<file path="config.mk">
export PLATFORM = sky130hd
export DESIGN_NAME = lcm_load_current_regs
export DESIGN_NICKNAME = d
export VERILOG_FILES = /design/src/rtl/lcm_load_current_regs.v /design/src/rtl/lcm_limit_event.v /design/src/rtl/lcm_meas_engine.v
export VERILOG_INCLUDE_DIRS = /design/src /design/src/rtl
export SDC_FILE = /design/constraint.sdc
export NUM_CORES = 1
export LEC_CHECK = 0
export ABC_AREA = 1
export BUFFER_PORTS_ARGS = -buffer_cell sky130_fd_sc_hd__buf_2
export CAP_MARGIN = 20
export CORE_MARGIN = 2
export CORE_UTILIZATION = 53
export DETAILED_ROUTE_END_ITERATION = 8
export PLACE_DENSITY = 0.72
export SKIP_CTS_REPAIR_TIMING = 1
export SLEW_MARGIN = 0
export SYNTH_ARGS = -nofsm -noshare
export SYNTH_HDL_FRONTEND = slang
export SYNTH_SLANG_ARGS = --single-unit
export TNS_END_PERCENT = 50
</file>
<file path="constraint.sdc">
create_clock -name clk -period 5.5 [get_ports clk]
set_clock_uncertainty 0.05 [all_clocks]
set_input_delay 1.1 -clock clk [delete_from_list [all_inputs] [get_ports clk]]
set_output_delay 1.1 -clock clk [all_outputs]
set_load 0.02 [all_outputs]
</file>
<file path="src/rtl/lcm_map.vh">
`ifndef LCM_MAP_VH
`define LCM_MAP_VH

// register offsets on the serial port
`define LCM_OFS_MASK       8'h20
`define LCM_OFS_SEL        8'h21
`define LCM_OFS_RES_HI     8'h22
`define LCM_OFS_RES_LO     8'h23

// reset values, and the value read at unmapped offsets
`define LCM_MASK_RESET     8'h11
`define LCM_SEL_RESET      8'h00
`define LCM_RES_RESET      10'h000
`define LCM_RD_UNMAPPED    8'h00

// field positions
`define LCM_P2_MASK_BIT    0
`define LCM_P3_MASK_BIT    4
`define LCM_SEL_MSB        1
`define LCM_SEL_LSB        0
`define LCM_RES_HI_MSB     9
`define LCM_RES_HI_LSB     8
`define LCM_RES_LO_MSB     7
`define LCM_RES_LO_LSB     0

// result scale, milliamps per code step
`define LCM_LSB_MA         20

// serial device address, value is arbitrary
`define LCM_DEV_ADDR       7'h60

// measurement time and its cycle count at the 25 ns clock
`define LCM_CLK_PERIOD_NS  25
`define LCM_MEAS_TIME_NS   10000
`define LCM_MEAS_CYCLES    ((`LCM_MEAS_TIME_NS + `LCM_CLK_PERIOD_NS - 1) / `LCM_CLK_PERIOD_NS)

`endif

</file>
<file path="src/rtl/lcm_load_current_regs.v">
`timescale 1ns/100ps
`default_nettype none
`include "lcm_map.vh"

module lcm_load_current_regs
#(
  parameter integer MEAS_CYCLES = `LCM_MEAS_CYCLES,
  parameter [6:0]   DEV_ADDR    = `LCM_DEV_ADDR
)
(
  input  wire        clk,
  input  wire        rst_n,
  input  wire        ce,
  input  wire        scl_in,
  input  wire        sda_in,
  output reg         sda_out,
  output reg         sda_oe,
  input  wire        phase2_limit_in,
  input  wire        phase3_limit_in,
  input  wire        meas_ready_mask,
  input  wire [39:0] phase_current_code,
  input  wire [3:0]  phase_is_master,
  input  wire [7:0]  phase_leader,
  output wire        phase2_overcurrent_raw,
  output wire        phase3_overcurrent_raw,
  output wire        phase2_overcurrent_irq,
  output wire        phase3_overcurrent_irq,
  output reg         meas_ready_irq,
  output wire        meas_busy
);

  // serial engine states, one-hot
  localparam [8:0] ST_IDLE  = 9'h001;
  localparam [8:0] ST_ADDR  = 9'h002;
  localparam [8:0] ST_ACKA  = 9'h004;
  localparam [8:0] ST_REG   = 9'h008;
  localparam [8:0] ST_ACKR  = 9'h010;
  localparam [8:0] ST_WDATA = 9'h020;
  localparam [8:0] ST_ACKW  = 9'h040;
  localparam [8:0] ST_RDATA = 9'h080;
  localparam [8:0] ST_RACK  = 9'h100;

  reg  [8:0]  state_reg;
  reg  [2:0]  bit_cnt_reg;
  reg         got_byte_reg;
  reg  [7:0]  shift_reg;
  reg         rw_reg;
  reg  [7:0]  ptr_reg;
  reg         scl_prev_reg;
  reg         sda_prev_reg;
  reg         wr_stb_reg;
  reg  [7:0]  wr_addr_reg;
  reg  [7:0]  wr_data_reg;

  reg  [7:0]  mask_reg;
  reg  [7:0]  sel_reg;
  reg         meas_start_reg;
  reg  [7:0]  rd_data;

  wire [9:0]  result;
  wire        meas_done;
  wire        scl_rise;
  wire        scl_fall;
  wire        bus_start;
  wire        bus_stop;

  // pin edges, pins taken as synchronous to clk
  assign scl_rise  = scl_in & ~scl_prev_reg;
  assign scl_fall  = ~scl_in & scl_prev_reg;
  assign bus_start = scl_in & scl_prev_reg & sda_prev_reg & ~sda_in;
  assign bus_stop  = scl_in & scl_prev_reg & ~sda_prev_reg & sda_in;

  // read mux over the register map
  always @*
  begin
    if (ptr_reg == `LCM_OFS_MASK)
      rd_data = mask_reg;
    else if (ptr_reg == `LCM_OFS_SEL)
      rd_data = sel_reg;
    else if (ptr_reg == `LCM_OFS_RES_HI)
      rd_data = {6'h00, result[`LCM_RES_HI_MSB:`LCM_RES_HI_LSB]};
    else if (ptr_reg == `LCM_OFS_RES_LO)
      rd_data = result[`LCM_RES_LO_MSB:`LCM_RES_LO_LSB];
    else
      rd_data = `LCM_RD_UNMAPPED;
  end

  // pin history for edge and start/stop detection
  always @(posedge clk or negedge rst_n)
  begin
    if (!rst_n)
    begin
      scl_prev_reg <= 1'b1;
      sda_prev_reg <= 1'b1;
    end
    else if (ce)
    begin
      scl_prev_reg <= scl_in;
      sda_prev_reg <= sda_in;
    end
  end

  // serial slave: address, pointer, write data, read data with auto-increment
  always @(posedge clk or negedge rst_n)
  begin
    if (!rst_n)
    begin
      state_reg    <= ST_IDLE;
      bit_cnt_reg  <= 3'h0;
      got_byte_reg <= 1'b0;
      shift_reg    <= 8'h00;
      rw_reg       <= 1'b0;
      ptr_reg      <= 8'h00;
      sda_out      <= 1'b0;
      sda_oe       <= 1'b0;
      wr_stb_reg   <= 1'b0;
      wr_addr_reg  <= 8'h00;
      wr_data_reg  <= 8'h00;
    end
    else if (ce)
    begin
      wr_stb_reg <= 1'b0;
      sda_out    <= 1'b0;
      if (bus_start)
      begin
        state_reg    <= ST_ADDR;
        bit_cnt_reg  <= 3'h0;
        got_byte_reg <= 1'b0;
        sda_oe       <= 1'b0;
      end
      else if (bus_stop)
      begin
        state_reg <= ST_IDLE;
        sda_oe    <= 1'b0;
      end
      else if (scl_rise)
      begin
        case (state_reg)
          ST_ADDR, ST_REG, ST_WDATA:
          begin
            shift_reg   <= {shift_reg[6:0], sda_in};
            bit_cnt_reg <= bit_cnt_reg + 3'h1;
            if (bit_cnt_reg == 3'h7)
              got_byte_reg <= 1'b1;
          end
          ST_RDATA:
          begin
            bit_cnt_reg <= bit_cnt_reg + 3'h1;
            if (bit_cnt_reg == 3'h7)
              got_byte_reg <= 1'b1;
          end
          ST_RACK:
          begin
            // master not acknowledging ends the read
            if (sda_in)
              state_reg <= ST_IDLE;
          end
          default:
          begin
            bit_cnt_reg <= bit_cnt_reg;
          end
        endcase
      end
      else if (scl_fall)
      begin
        case (state_reg)
          ST_ADDR:
          begin
            if (got_byte_reg)
            begin
              got_byte_reg <= 1'b0;
              if (shift_reg[7:1] == DEV_ADDR)
              begin
                rw_reg    <= shift_reg[0];
                sda_oe    <= 1'b1;
                state_reg <= ST_ACKA;
              end
              else
                state_reg <= ST_IDLE;
            end
          end
          ST_ACKA:
          begin
            bit_cnt_reg <= 3'h0;
            if (rw_reg)
            begin
              shift_reg <= rd_data;
              sda_oe    <= ~rd_data[7];
              state_reg <= ST_RDATA;
            end
            else
            begin
              sda_oe    <= 1'b0;
              state_reg <= ST_REG;
            end
          end
          ST_REG:
          begin
            if (got_byte_reg)
            begin
              got_byte_reg <= 1'b0;
              ptr_reg      <= shift_reg;
              sda_oe       <= 1'b1;
              state_reg    <= ST_ACKR;
            end
          end
          ST_ACKR:
          begin
            sda_oe      <= 1'b0;
            bit_cnt_reg <= 3'h0;
            state_reg   <= ST_WDATA;
          end
          ST_WDATA:
          begin
            if (got_byte_reg)
            begin
              got_byte_reg <= 1'b0;
              wr_stb_reg   <= 1'b1;
              wr_addr_reg  <= ptr_reg;
              wr_data_reg  <= shift_reg;
              sda_oe       <= 1'b1;
              state_reg    <= ST_ACKW;
            end
          end
          ST_ACKW:
          begin
            sda_oe      <= 1'b0;
            bit_cnt_reg <= 3'h0;
            ptr_reg     <= ptr_reg + 8'h01;
            state_reg   <= ST_WDATA;
          end
          ST_RDATA:
          begin
            if (got_byte_reg)
            begin
              got_byte_reg <= 1'b0;
              sda_oe       <= 1'b0;
              ptr_reg      <= ptr_reg + 8'h01;
              state_reg    <= ST_RACK;
            end
            else
            begin
              shift_reg <= {shift_reg[6:0], 1'b0};
              sda_oe    <= ~shift_reg[6];
            end
          end
          ST_RACK:
          begin
            bit_cnt_reg <= 3'h0;
            shift_reg   <= rd_data;
            sda_oe      <= ~rd_data[7];
            state_reg   <= ST_RDATA;
          end
          default:
          begin
            sda_oe <= 1'b0;
          end
        endcase
      end
    end
  end

  // writable registers; reserved bits are stored, result is read-only
  always @(posedge clk or negedge rst_n)
  begin
    if (!rst_n)
    begin
      mask_reg       <= `LCM_MASK_RESET;  // both masks set
      sel_reg        <= `LCM_SEL_RESET;
      meas_start_reg <= 1'b0;
    end
    else if (ce)
    begin
      meas_start_reg <= 1'b0;
      if (wr_stb_reg)
      begin
        if (wr_addr_reg == `LCM_OFS_MASK)
          mask_reg <= wr_data_reg;
        else if (wr_addr_reg == `LCM_OFS_SEL)
        begin
          sel_reg        <= wr_data_reg;
          meas_start_reg <= 1'b1;         // even if unchanged
        end
      end
    end
  end

  // ready event gated by its own mask
  always @(posedge clk or negedge rst_n)
  begin
    if (!rst_n)
      meas_ready_irq <= 1'b0;
    else if (ce)
      meas_ready_irq <= meas_done & ~meas_ready_mask;
  end

  // phase-two overcurrent raw bit and event
  lcm_limit_event u_phase2
  (
    .clk      (clk),
    .rst_n    (rst_n),
    .ce       (ce),
    .limit_in (phase2_limit_in),
    .mask     (mask_reg[`LCM_P2_MASK_BIT]),
    .raw_reg  (phase2_overcurrent_raw),
    .irq_reg  (phase2_overcurrent_irq)
  );

  // phase-three overcurrent raw bit and event
  lcm_limit_event u_phase3
  (
    .clk      (clk),
    .rst_n    (rst_n),
    .ce       (ce),
    .limit_in (phase3_limit_in),
    .mask     (mask_reg[`LCM_P3_MASK_BIT]),
    .raw_reg  (phase3_overcurrent_raw),
    .irq_reg  (phase3_overcurrent_irq)
  );

  // measurement, code already at 20 mA per step
  lcm_meas_engine #(.MEAS_CYCLES(MEAS_CYCLES)) u_meas
  (
    .clk                (clk),
    .rst_n              (rst_n),
    .ce                 (ce),
    .start              (meas_start_reg),
    .phase              (sel_reg[`LCM_SEL_MSB:`LCM_SEL_LSB]),
    .phase_current_code (phase_current_code),
    .phase_is_master    (phase_is_master),
    .phase_leader       (phase_leader),
    .result_reg         (result),
    .done_reg           (meas_done),
    .busy_reg           (meas_busy)
  );

endmodule // lcm_load_current_regs
`default_nettype wire

</file>
<file path="src/rtl/lcm_limit_event.v">
`timescale 1ns/100ps
`default_nettype none
`include "lcm_map.vh"

module lcm_limit_event
(
  input  wire clk,
  input  wire rst_n,
  input  wire ce,
  input  wire limit_in,
  input  wire mask,
  output reg  raw_reg,
  output reg  irq_reg
);

  // raw copy of the live limit, event on its rising edge
  always @(posedge clk or negedge rst_n)
  begin
    if (!rst_n)
    begin
      raw_reg <= 1'b0;
      irq_reg <= 1'b0;
    end
    else if (ce)
    begin
      raw_reg <= limit_in;
      irq_reg <= limit_in & ~raw_reg & ~mask; // mask blocks event only
    end
  end

endmodule // lcm_limit_event
`default_nettype wire

</file>
<file path="src/rtl/lcm_meas_engine.v">
`timescale 1ns/100ps
`default_nettype none
`include "lcm_map.vh"

module lcm_meas_engine
#(
  parameter integer MEAS_CYCLES = `LCM_MEAS_CYCLES
)
(
  input  wire        clk,
  input  wire        rst_n,
  input  wire        ce,
  input  wire        start,
  input  wire [1:0]  phase,
  input  wire [39:0] phase_current_code,
  input  wire [3:0]  phase_is_master,
  input  wire [7:0]  phase_leader,
  output reg  [9:0]  result_reg,
  output reg         done_reg,
  output reg         busy_reg
);

  reg  [15:0] cnt_reg;
  reg  [1:0]  phase_reg;
  reg  [11:0] sum;
  reg  [9:0]  sat;
  integer     i;

  // own current, or master plus all non-master phases led by it
  always @*
  begin
    sum = 12'h000;
    for (i = 0; i < 4; i = i + 1)
    begin
      if (i[1:0] == phase_reg)
        sum = sum + {2'b00, phase_current_code[i*10 +: 10]};
      else if (phase_is_master[phase_reg] && !phase_is_master[i] &&
               phase_leader[i*2 +: 2] == phase_reg)
        sum = sum + {2'b00, phase_current_code[i*10 +: 10]};
    end
    sat = (sum[11:10] != 2'b00) ? 10'h3ff : sum[9:0];
  end

  // a start always restarts, even while busy
  always @(posedge clk or negedge rst_n)
  begin
    if (!rst_n)
    begin
      cnt_reg    <= 16'h0000;
      phase_reg  <= 2'b00;
      result_reg <= `LCM_RES_RESET;
      done_reg   <= 1'b0;
      busy_reg   <= 1'b0;
    end
    else if (ce)
    begin
      done_reg <= 1'b0;
      if (start)
      begin
        phase_reg <= phase;
        cnt_reg   <= MEAS_CYCLES[15:0] - 16'h0001;
        busy_reg  <= 1'b1;
      end
      else if (busy_reg)
      begin
        if (cnt_reg == 16'h0000)
        begin
          result_reg <= sat;                     // whole word at once
          done_reg   <= 1'b1;
          busy_reg   <= 1'b0;
        end
        else
          cnt_reg <= cnt_reg - 16'h0001;
      end
    end
  end

endmodule // lcm_meas_engine
`default_nettype wire

</file>
# [Yosys cells after proc, flatten, opt, wreduce, memory -nomap -nowiden]
# Index checks and enable logic that the tools add are counted.
[classes] reduce_logical=42 n_addsub=6 bitwise_logic=28 muxes=78 eq_ne=43 magnitude_cmp=1
[op_table] cell="$mux 8" n=12
[op_table] cell="$mux 9" n=10
[op_table] cell="$mux 12" n=6
[op_table] cell="$pmux 9 s7" n=1
[op_table] cell="$eq 8x6->1 const B" n=6
[op_table] cell="$mux 16" n=3
[op_table] cell="$pmux 8 s3" n=2
[op_table] cell="$mux 1" n=32
[op_table] cell="$mux 10" n=3
[op_table] cell="$add 12x10->12" n=2
[op_table] cell="$reduce_and 8->1" n=3
[op_table] cell="$mux 3" n=7
[op_table] cell="$ne 5x5->1 const B" n=4
[op_table] cell="$logic_not 16->1" n=1
[op_table] cell="$not 1->1" n=16
[op_table] cell="$sub 16x1->16 const B" n=1
[op_table] cell="$and 1x1->1" n=12
[op_table] cell="$reduce_and 6->1" n=2
[op_table] cell="$reduce_bool 3->1" n=4
[op_table] cell="$add 10x10->11" n=1
[op_table] cell="$eq 9x2->1 const B" n=1
[op_table] cell="$eq 9x3->1 const B" n=1
[op_table] cell="$eq 9x4->1 const B" n=1
[op_table] cell="$eq 9x5->1 const B" n=1
[op_table] cell="37 further kinds" n=66
[word_totals] reg_bits=102 input_bits=60 out_inout_bits=8 wordCells=223

# [Depth between registers and ports, before layout]
[logic_depth] depth_word=17 depth_mapped=42 ltp_nobuf=41

# [By module]
# From an unflattened synthesis, not the netlist that was laid out.
[unflattened] cells_unflattened=1287 area_unflattened_um2=8489.4
[by_module_without_submodules] mod="lcm_load_current_regs" area_each_um2=4334.2 seq_area_each_um2=1707.9 instances=1 cells_per_inst=602
[by_module_without_submodules] mod="lcm_meas_engine" area_each_um2=3982.6 seq_area_each_um2=750.7 instances=1 cells_per_inst=663
[by_module_without_submodules] mod="lcm_limit_event" area_each_um2=86.3 seq_area_each_um2=50.0 instances=2 cells_per_inst=11

# [Worst setup path before layout]
# No wires, ideal clock.
[synth_timing] path_kind="in2reg" startpoint="input port phase_is_master[3]" endpoint="register u_meas.result_reg[0]" n_path_buf=0 setup_slack_ps=213 cell_stages=35 t_arrival_ps=5121 required_ps=5334 setup_ps=116 cell_sequence="nand2_1 > nand2_1 > nand2_1 > nand2_2 > nand2_1 > nand2_2 > nand2_1 > inv_1 > ha_1 > fa_1 > nand3_1 > nand3_1 > xnor2_1 > inv_1 > o21ai_2 > inv_1 > ha_1 > a21oi_1 > nand2_1 > a21oi_1 > xor2_1 > nand2_1 > and2_1 > ha_1 > nand2_1 > nor2_1 > nand3_1 > nand3_1 > nand2_1 > nand2_1 > nand3_2 > nand2_2 > nand3_4 > nor2_1 > nor2_1"
[synth_via] elab_chain_cells=17 elab_cells_between_ends=24 classes_between="add/sub (3); mux (11); reduce/logical (10)"
[synth_lines] item="start, declared" line="lcm_load_current_regs.v:22" text="input wire [3:0] phase_is_master,"
[synth_lines] item="$bmux 1 s2" line="lcm_meas_engine.v:37" text="else if (phase_is_master[phase_reg] && !phase_is_master[i] &&"
[synth_lines] item="$mux 1 (not written as such)" line="lcm_meas_engine.v:37"
[synth_lines] item="$logic_and 1x1->1 (2 in series)" line="lcm_meas_engine.v:37"
[synth_lines] item="$mux 10" line="lcm_meas_engine.v:37"
[synth_lines] item="$mux 10" line="lcm_meas_engine.v:35" text="if (i[1:0] == phase_reg)"
[synth_lines] item="$add 10x10->11" line="lcm_meas_engine.v:36, lcm_meas_engine.v:39"
[synth_lines] item="$mux 12" line="lcm_meas_engine.v:37"
[synth_lines] item="$mux 12" line="lcm_meas_engine.v:35"
[synth_lines] item="$add 12x10->12" line="lcm_meas_engine.v:36, lcm_meas_engine.v:39"
[synth_lines] item="$mux 12" line="lcm_meas_engine.v:37"
[synth_lines] item="$mux 12" line="lcm_meas_engine.v:35"
[synth_lines] item="$add 12x10->12" line="lcm_meas_engine.v:36, lcm_meas_engine.v:39"
[synth_lines] item="$mux 12" line="lcm_meas_engine.v:37"
[synth_lines] item="$mux 12 (*)" line="lcm_meas_engine.v:35"
[synth_lines] item="$reduce_bool 2->1" line="lcm_meas_engine.v:41" text="sat = (sum[11:10] != 2'b00) ? 10'h3ff : sum[9:0];"
[synth_lines] item="$mux 10 (*)" line="lcm_meas_engine.v:41"
[synth_lines] item="end signal, assigned" line="lcm_meas_engine.v:51" text="result_reg <= `LCM_RES_RESET;"
[synth_lines] item="end signal, assigned" line="lcm_meas_engine.v:68" text="result_reg <= sat;"
[synth_lines] item="end, declared" line="lcm_meas_engine.v:18" text="output reg [9:0] result_reg,"
# Mark *: on every way between the ends. The rest lies on a longest branch, timed or not. The select of a mux whose other input is x is not followed.
# A chain may end at the register's enable or synchronous reset.

# [Worst setup path after layout]
[layout_timing] startpoint="input port phase_is_master[0]" endpoint="register u_meas.result_reg[2]"
# Same word-level chain as after synthesis.

==> impl_metrics.py <==
metrics = {
    "setup_path": {
        "cpMostUsedCell": "nand2_1",
        "arrival_ns": 5.51,
        "cp.required_ns": 5.70,
        "crit_type": "in -> reg",
        "worst_setup_path_end_kind": "register",
        "cpPeakStageDelay_ns": 0.45,
        "slowest_stage": "fa_2",
        "reg2reg_from": "u_meas.phase_reg[0]$_DFFE_PN0P_",
        "crit_path_start": "phase_is_master[0]",
        "worstPathMaxFanout": 7,
        "critPathLaunchType": "primary input",
        "reg2reg_slack_ns": 0.44,
    },
    "logic_synthesis": {
        "synth_nets": 1227,
        "synth_compound_area_frac": 0.1347,
        "synthDistinctLibCells": 55,
        "yosys_warnings": 0,
        "syn_inst": 1123,
        "yosys-top-cells-area": "dfrtp_1 31%, nand2_1 15%, inv_1 7.8%, ha_1 6.6%, nand3_1 6.2%",
        "synth_top_family_by_area": "simple AND/OR/NAND/NOR gates",
        "synthArstFlopShare": 1.000,
        "synth_top_area_frac": 0.3146,
        "synth_area_per_cell_sq_um": 6.871,
        "synth-edff-count": 0,
        "ys_ff_latch": 102,
        "synth_top_cell_by_area": "dfrtp_1",
        "ys_seq_area_frac": 0.3316,
        "synth_adder_area_share": 0.07427,
        "muxShareOfSynthArea": 0.001297,
        "synth_flop_cell": "dfrtp_1",
        "synth_simple_gate_area_frac": 0.3318,
        "synthXorXnorAreaFrac": 0.02497,
        "syn-cell-area_sq_mm": 0.007716,
    },
    "place": {
        "pre_cts_ws_ns": -0.3014,
        "dp_hpwl_mm": 14.99,
        "gp_congestion": 0.9380,
        "dpl.cell_count": 1407,
        "io_buffer_count": 66,
        "placed_cell_area_sq_mm": 0.008564,
    },
    "detailed_routing": {
        "totalWireLength_mm": 19.68,
        "routedWlPerCell_um": 13.80,
        "drc": 0,
        "drtIter0Drc": 572,
        "first_pass_iters": 7,
        "viasPerCell": 5.240,
        "antenna_left": 0,
        "vias": 7472,
    },
    "cts": {
        "cts_tree": "yes",
        "clk-insertion-delay-late_ns": 0.35,
        "clk_pin_slew_worst_paths_ns": 0.07,
        "root_buffer": "clkbuf_16",
        "cts_buffers": 9,
        "clockBufferDepth": 2,
        "cts-htree-levels": 3,
        "cts_sinks": 102,
    },
    "floorplanning": {
        "die_x_um": 124.7,
        "row_count": 44,
        "die_y_um": 124.7,
        "die_area_sq_mm": 0.01554,
        "ios": 68,
        "core_sq_mm": 0.01437,
        "initial_utilization": 0.5370,
    },
    "pwr": {
        "total_power_w": 0.003076,
        "power_frac_comb": 0.467,
        "switching_share": 0.4137,
        "p_int_w": 0.001803,
        "power_switching_w": 0.001273,
        "ir_worst_vdd_mv": 0.1689,
        "pwr-share-clk": 0.206,
        "p_leak_nw": 4.878,
        "pwr_density_cell_mw_per_mm2": 335.8,
        "seqPwrFrac": 0.327,
    },
    "timing": {
        "setup_violations": 0,
        "clock.fmax_mhz": 188.2,
        "tightest_slew_ns": 0.8695,
        "maxSlewHeadroom": 0.4203,
        "period_share": 0.9660,
        "fin_crit_ns": 5.313,
        "report.final.slew_viol_count": 0,
        "fin_ws_ns": 0.1871,
        "hold_viol_final": 0,
    },
    "grt": {
        "grt_pass1_wl_mm": 32.17,
        "antenna_found_initial": 0,
        "grt_pass1_vias": 6903,
        "grt_max_degree": 70,
        "grt_usage": 0.2477,
        "gr-total-overflow": 0,
    },
    "layout": {
        "area_delta_synth_final_pct": 18.70,
        "largest_register_ffs": 16,
        "stdcell_area_sq_mm": 0.009159,
        "utilization": 0.6374,
        "nNetsFinal": 1341,
        "layout-drive-gt1-share": 0.1989,
        "n_antenna_cell": 0,
        "fillers": 1332,
        "instances_no_fill": 1426,
    },
    "hold_path": {
        "hold_path_class": "reg -> reg",
        "hold_start": "mask_reg[7]$_DFFE_PN0P_",
    },
    "flow_run": {
        "drv_cap": 0,
    },
    "outcome": {
        "status": "finished, final reports clean",
    },
}
[worst paths after layout]
path,endpoint,cells after the start
max,u_meas.result_reg[2]$_DFFE_PN0P_,31
min,mask_reg[7]$_DFFE_PN0P_,2
max reg2reg,u_meas.result_reg[2]$_DFFE_PN0P_,32
min reg2reg,mask_reg[7]$_DFFE_PN0P_,2
max in group asynchronous,state_reg[0]$_DFFE_PN1P_,2
min in group asynchronous,u_meas.cnt_reg[7]$_DFFE_PN0P_,1
[layout make-up]
cell class | instances | area, sq um | share of cell area
repair buffers | 123 | 760.7 | 0.08306
inverters | 172 | 650.6 | 0.07104
well taps | 184 | 230.2 | 0.02514
flip-flops and latches | 102 | 2559 | 0.2794
clock inverters | 6 | 61.31 | 0.006694
multi-input cells | 829 | 4668 | 0.5097
clock buffers | 10 | 229.0 | 0.02500
[cells in the final DEF, fill, tap and decap left out, drive strengths merged, types with 7 or more instances in the layout]
master and instances:
xor2 16, dfrtp 97, nand2 335, nor2 98, clkbuf 10, nand3 100
nand4 16, o211ai 21, a21oi 35, nor3 11, o21ai 105, buf 123
inv 170, or2 7, ha 41
[kinds of logic after synthesis]
logic type,after synthesis
simple gates,578
flops,102
mux,1
buf+inv,193
fa+ha+maj,44
other cells,1
xor+xnor,22
compound gates,182
[power by group through the flow]
stage | logic [W] | registers (W) | clock network, W
finish | 0.00144 | 0.00100 | 0.000635
global route | 0.00162 | 0.00102 | 0.000675
CTS | 0.00134 | 0.00100 | 0.000648
detailed placement | 0.00133 | 0.00102 | 0
global placement | 0.00131 | 0.00101 | 0
floorplan | 0.000958 | 0.000992 | 0
[layer usage]
metal / track usage / vias to the layer above / share of wire
li1: - / 3861 / -
met3: 0.03179 / 24 / 0.037
met4: 0.05420 / 0 / 0.014
met2: 0.3877 / 170 / 0.45
met1: 0.3682 / 3417 / 0.50
met5: 0 / - / 0
[worst max-delay path: cells and delay by family]
kind            cells  cell delay [ns]
xor+xnor            1             0.15
simple gates       19             1.91
fa+ha+maj           4             1.33
compound gates      3             0.57
buf+inv             4             0.44
[stage by stage]
step	setup TNS, ns	hold slack (ns)
after CTS	0	0.4340
after detailed placement	-2.842	0.4178
after floorplan	0	0.3944
final	0	0.4318
after global placement	-1.884	0.4104
after global routing	-1.041	0.4572
[synthesized netlist by cell type, drive strengths merged (7+ instances only)]
| cell | n |
|---|---|
| nand4 | 16 |
| nor3 | 11 |
| nor2 | 98 |
| a21oi | 35 |
| buf | 12 |
| inv | 169 |
| clkbuf | 9 |
| or2 | 7 |
| o211ai | 21 |
| ha | 41 |
| o21ai | 105 |
| xor2 | 16 |
| nand3 | 100 |
| nand2 | 334 |
| dfrtp | 97 |
Note: power is estimated with default switching activity, not from simulation.
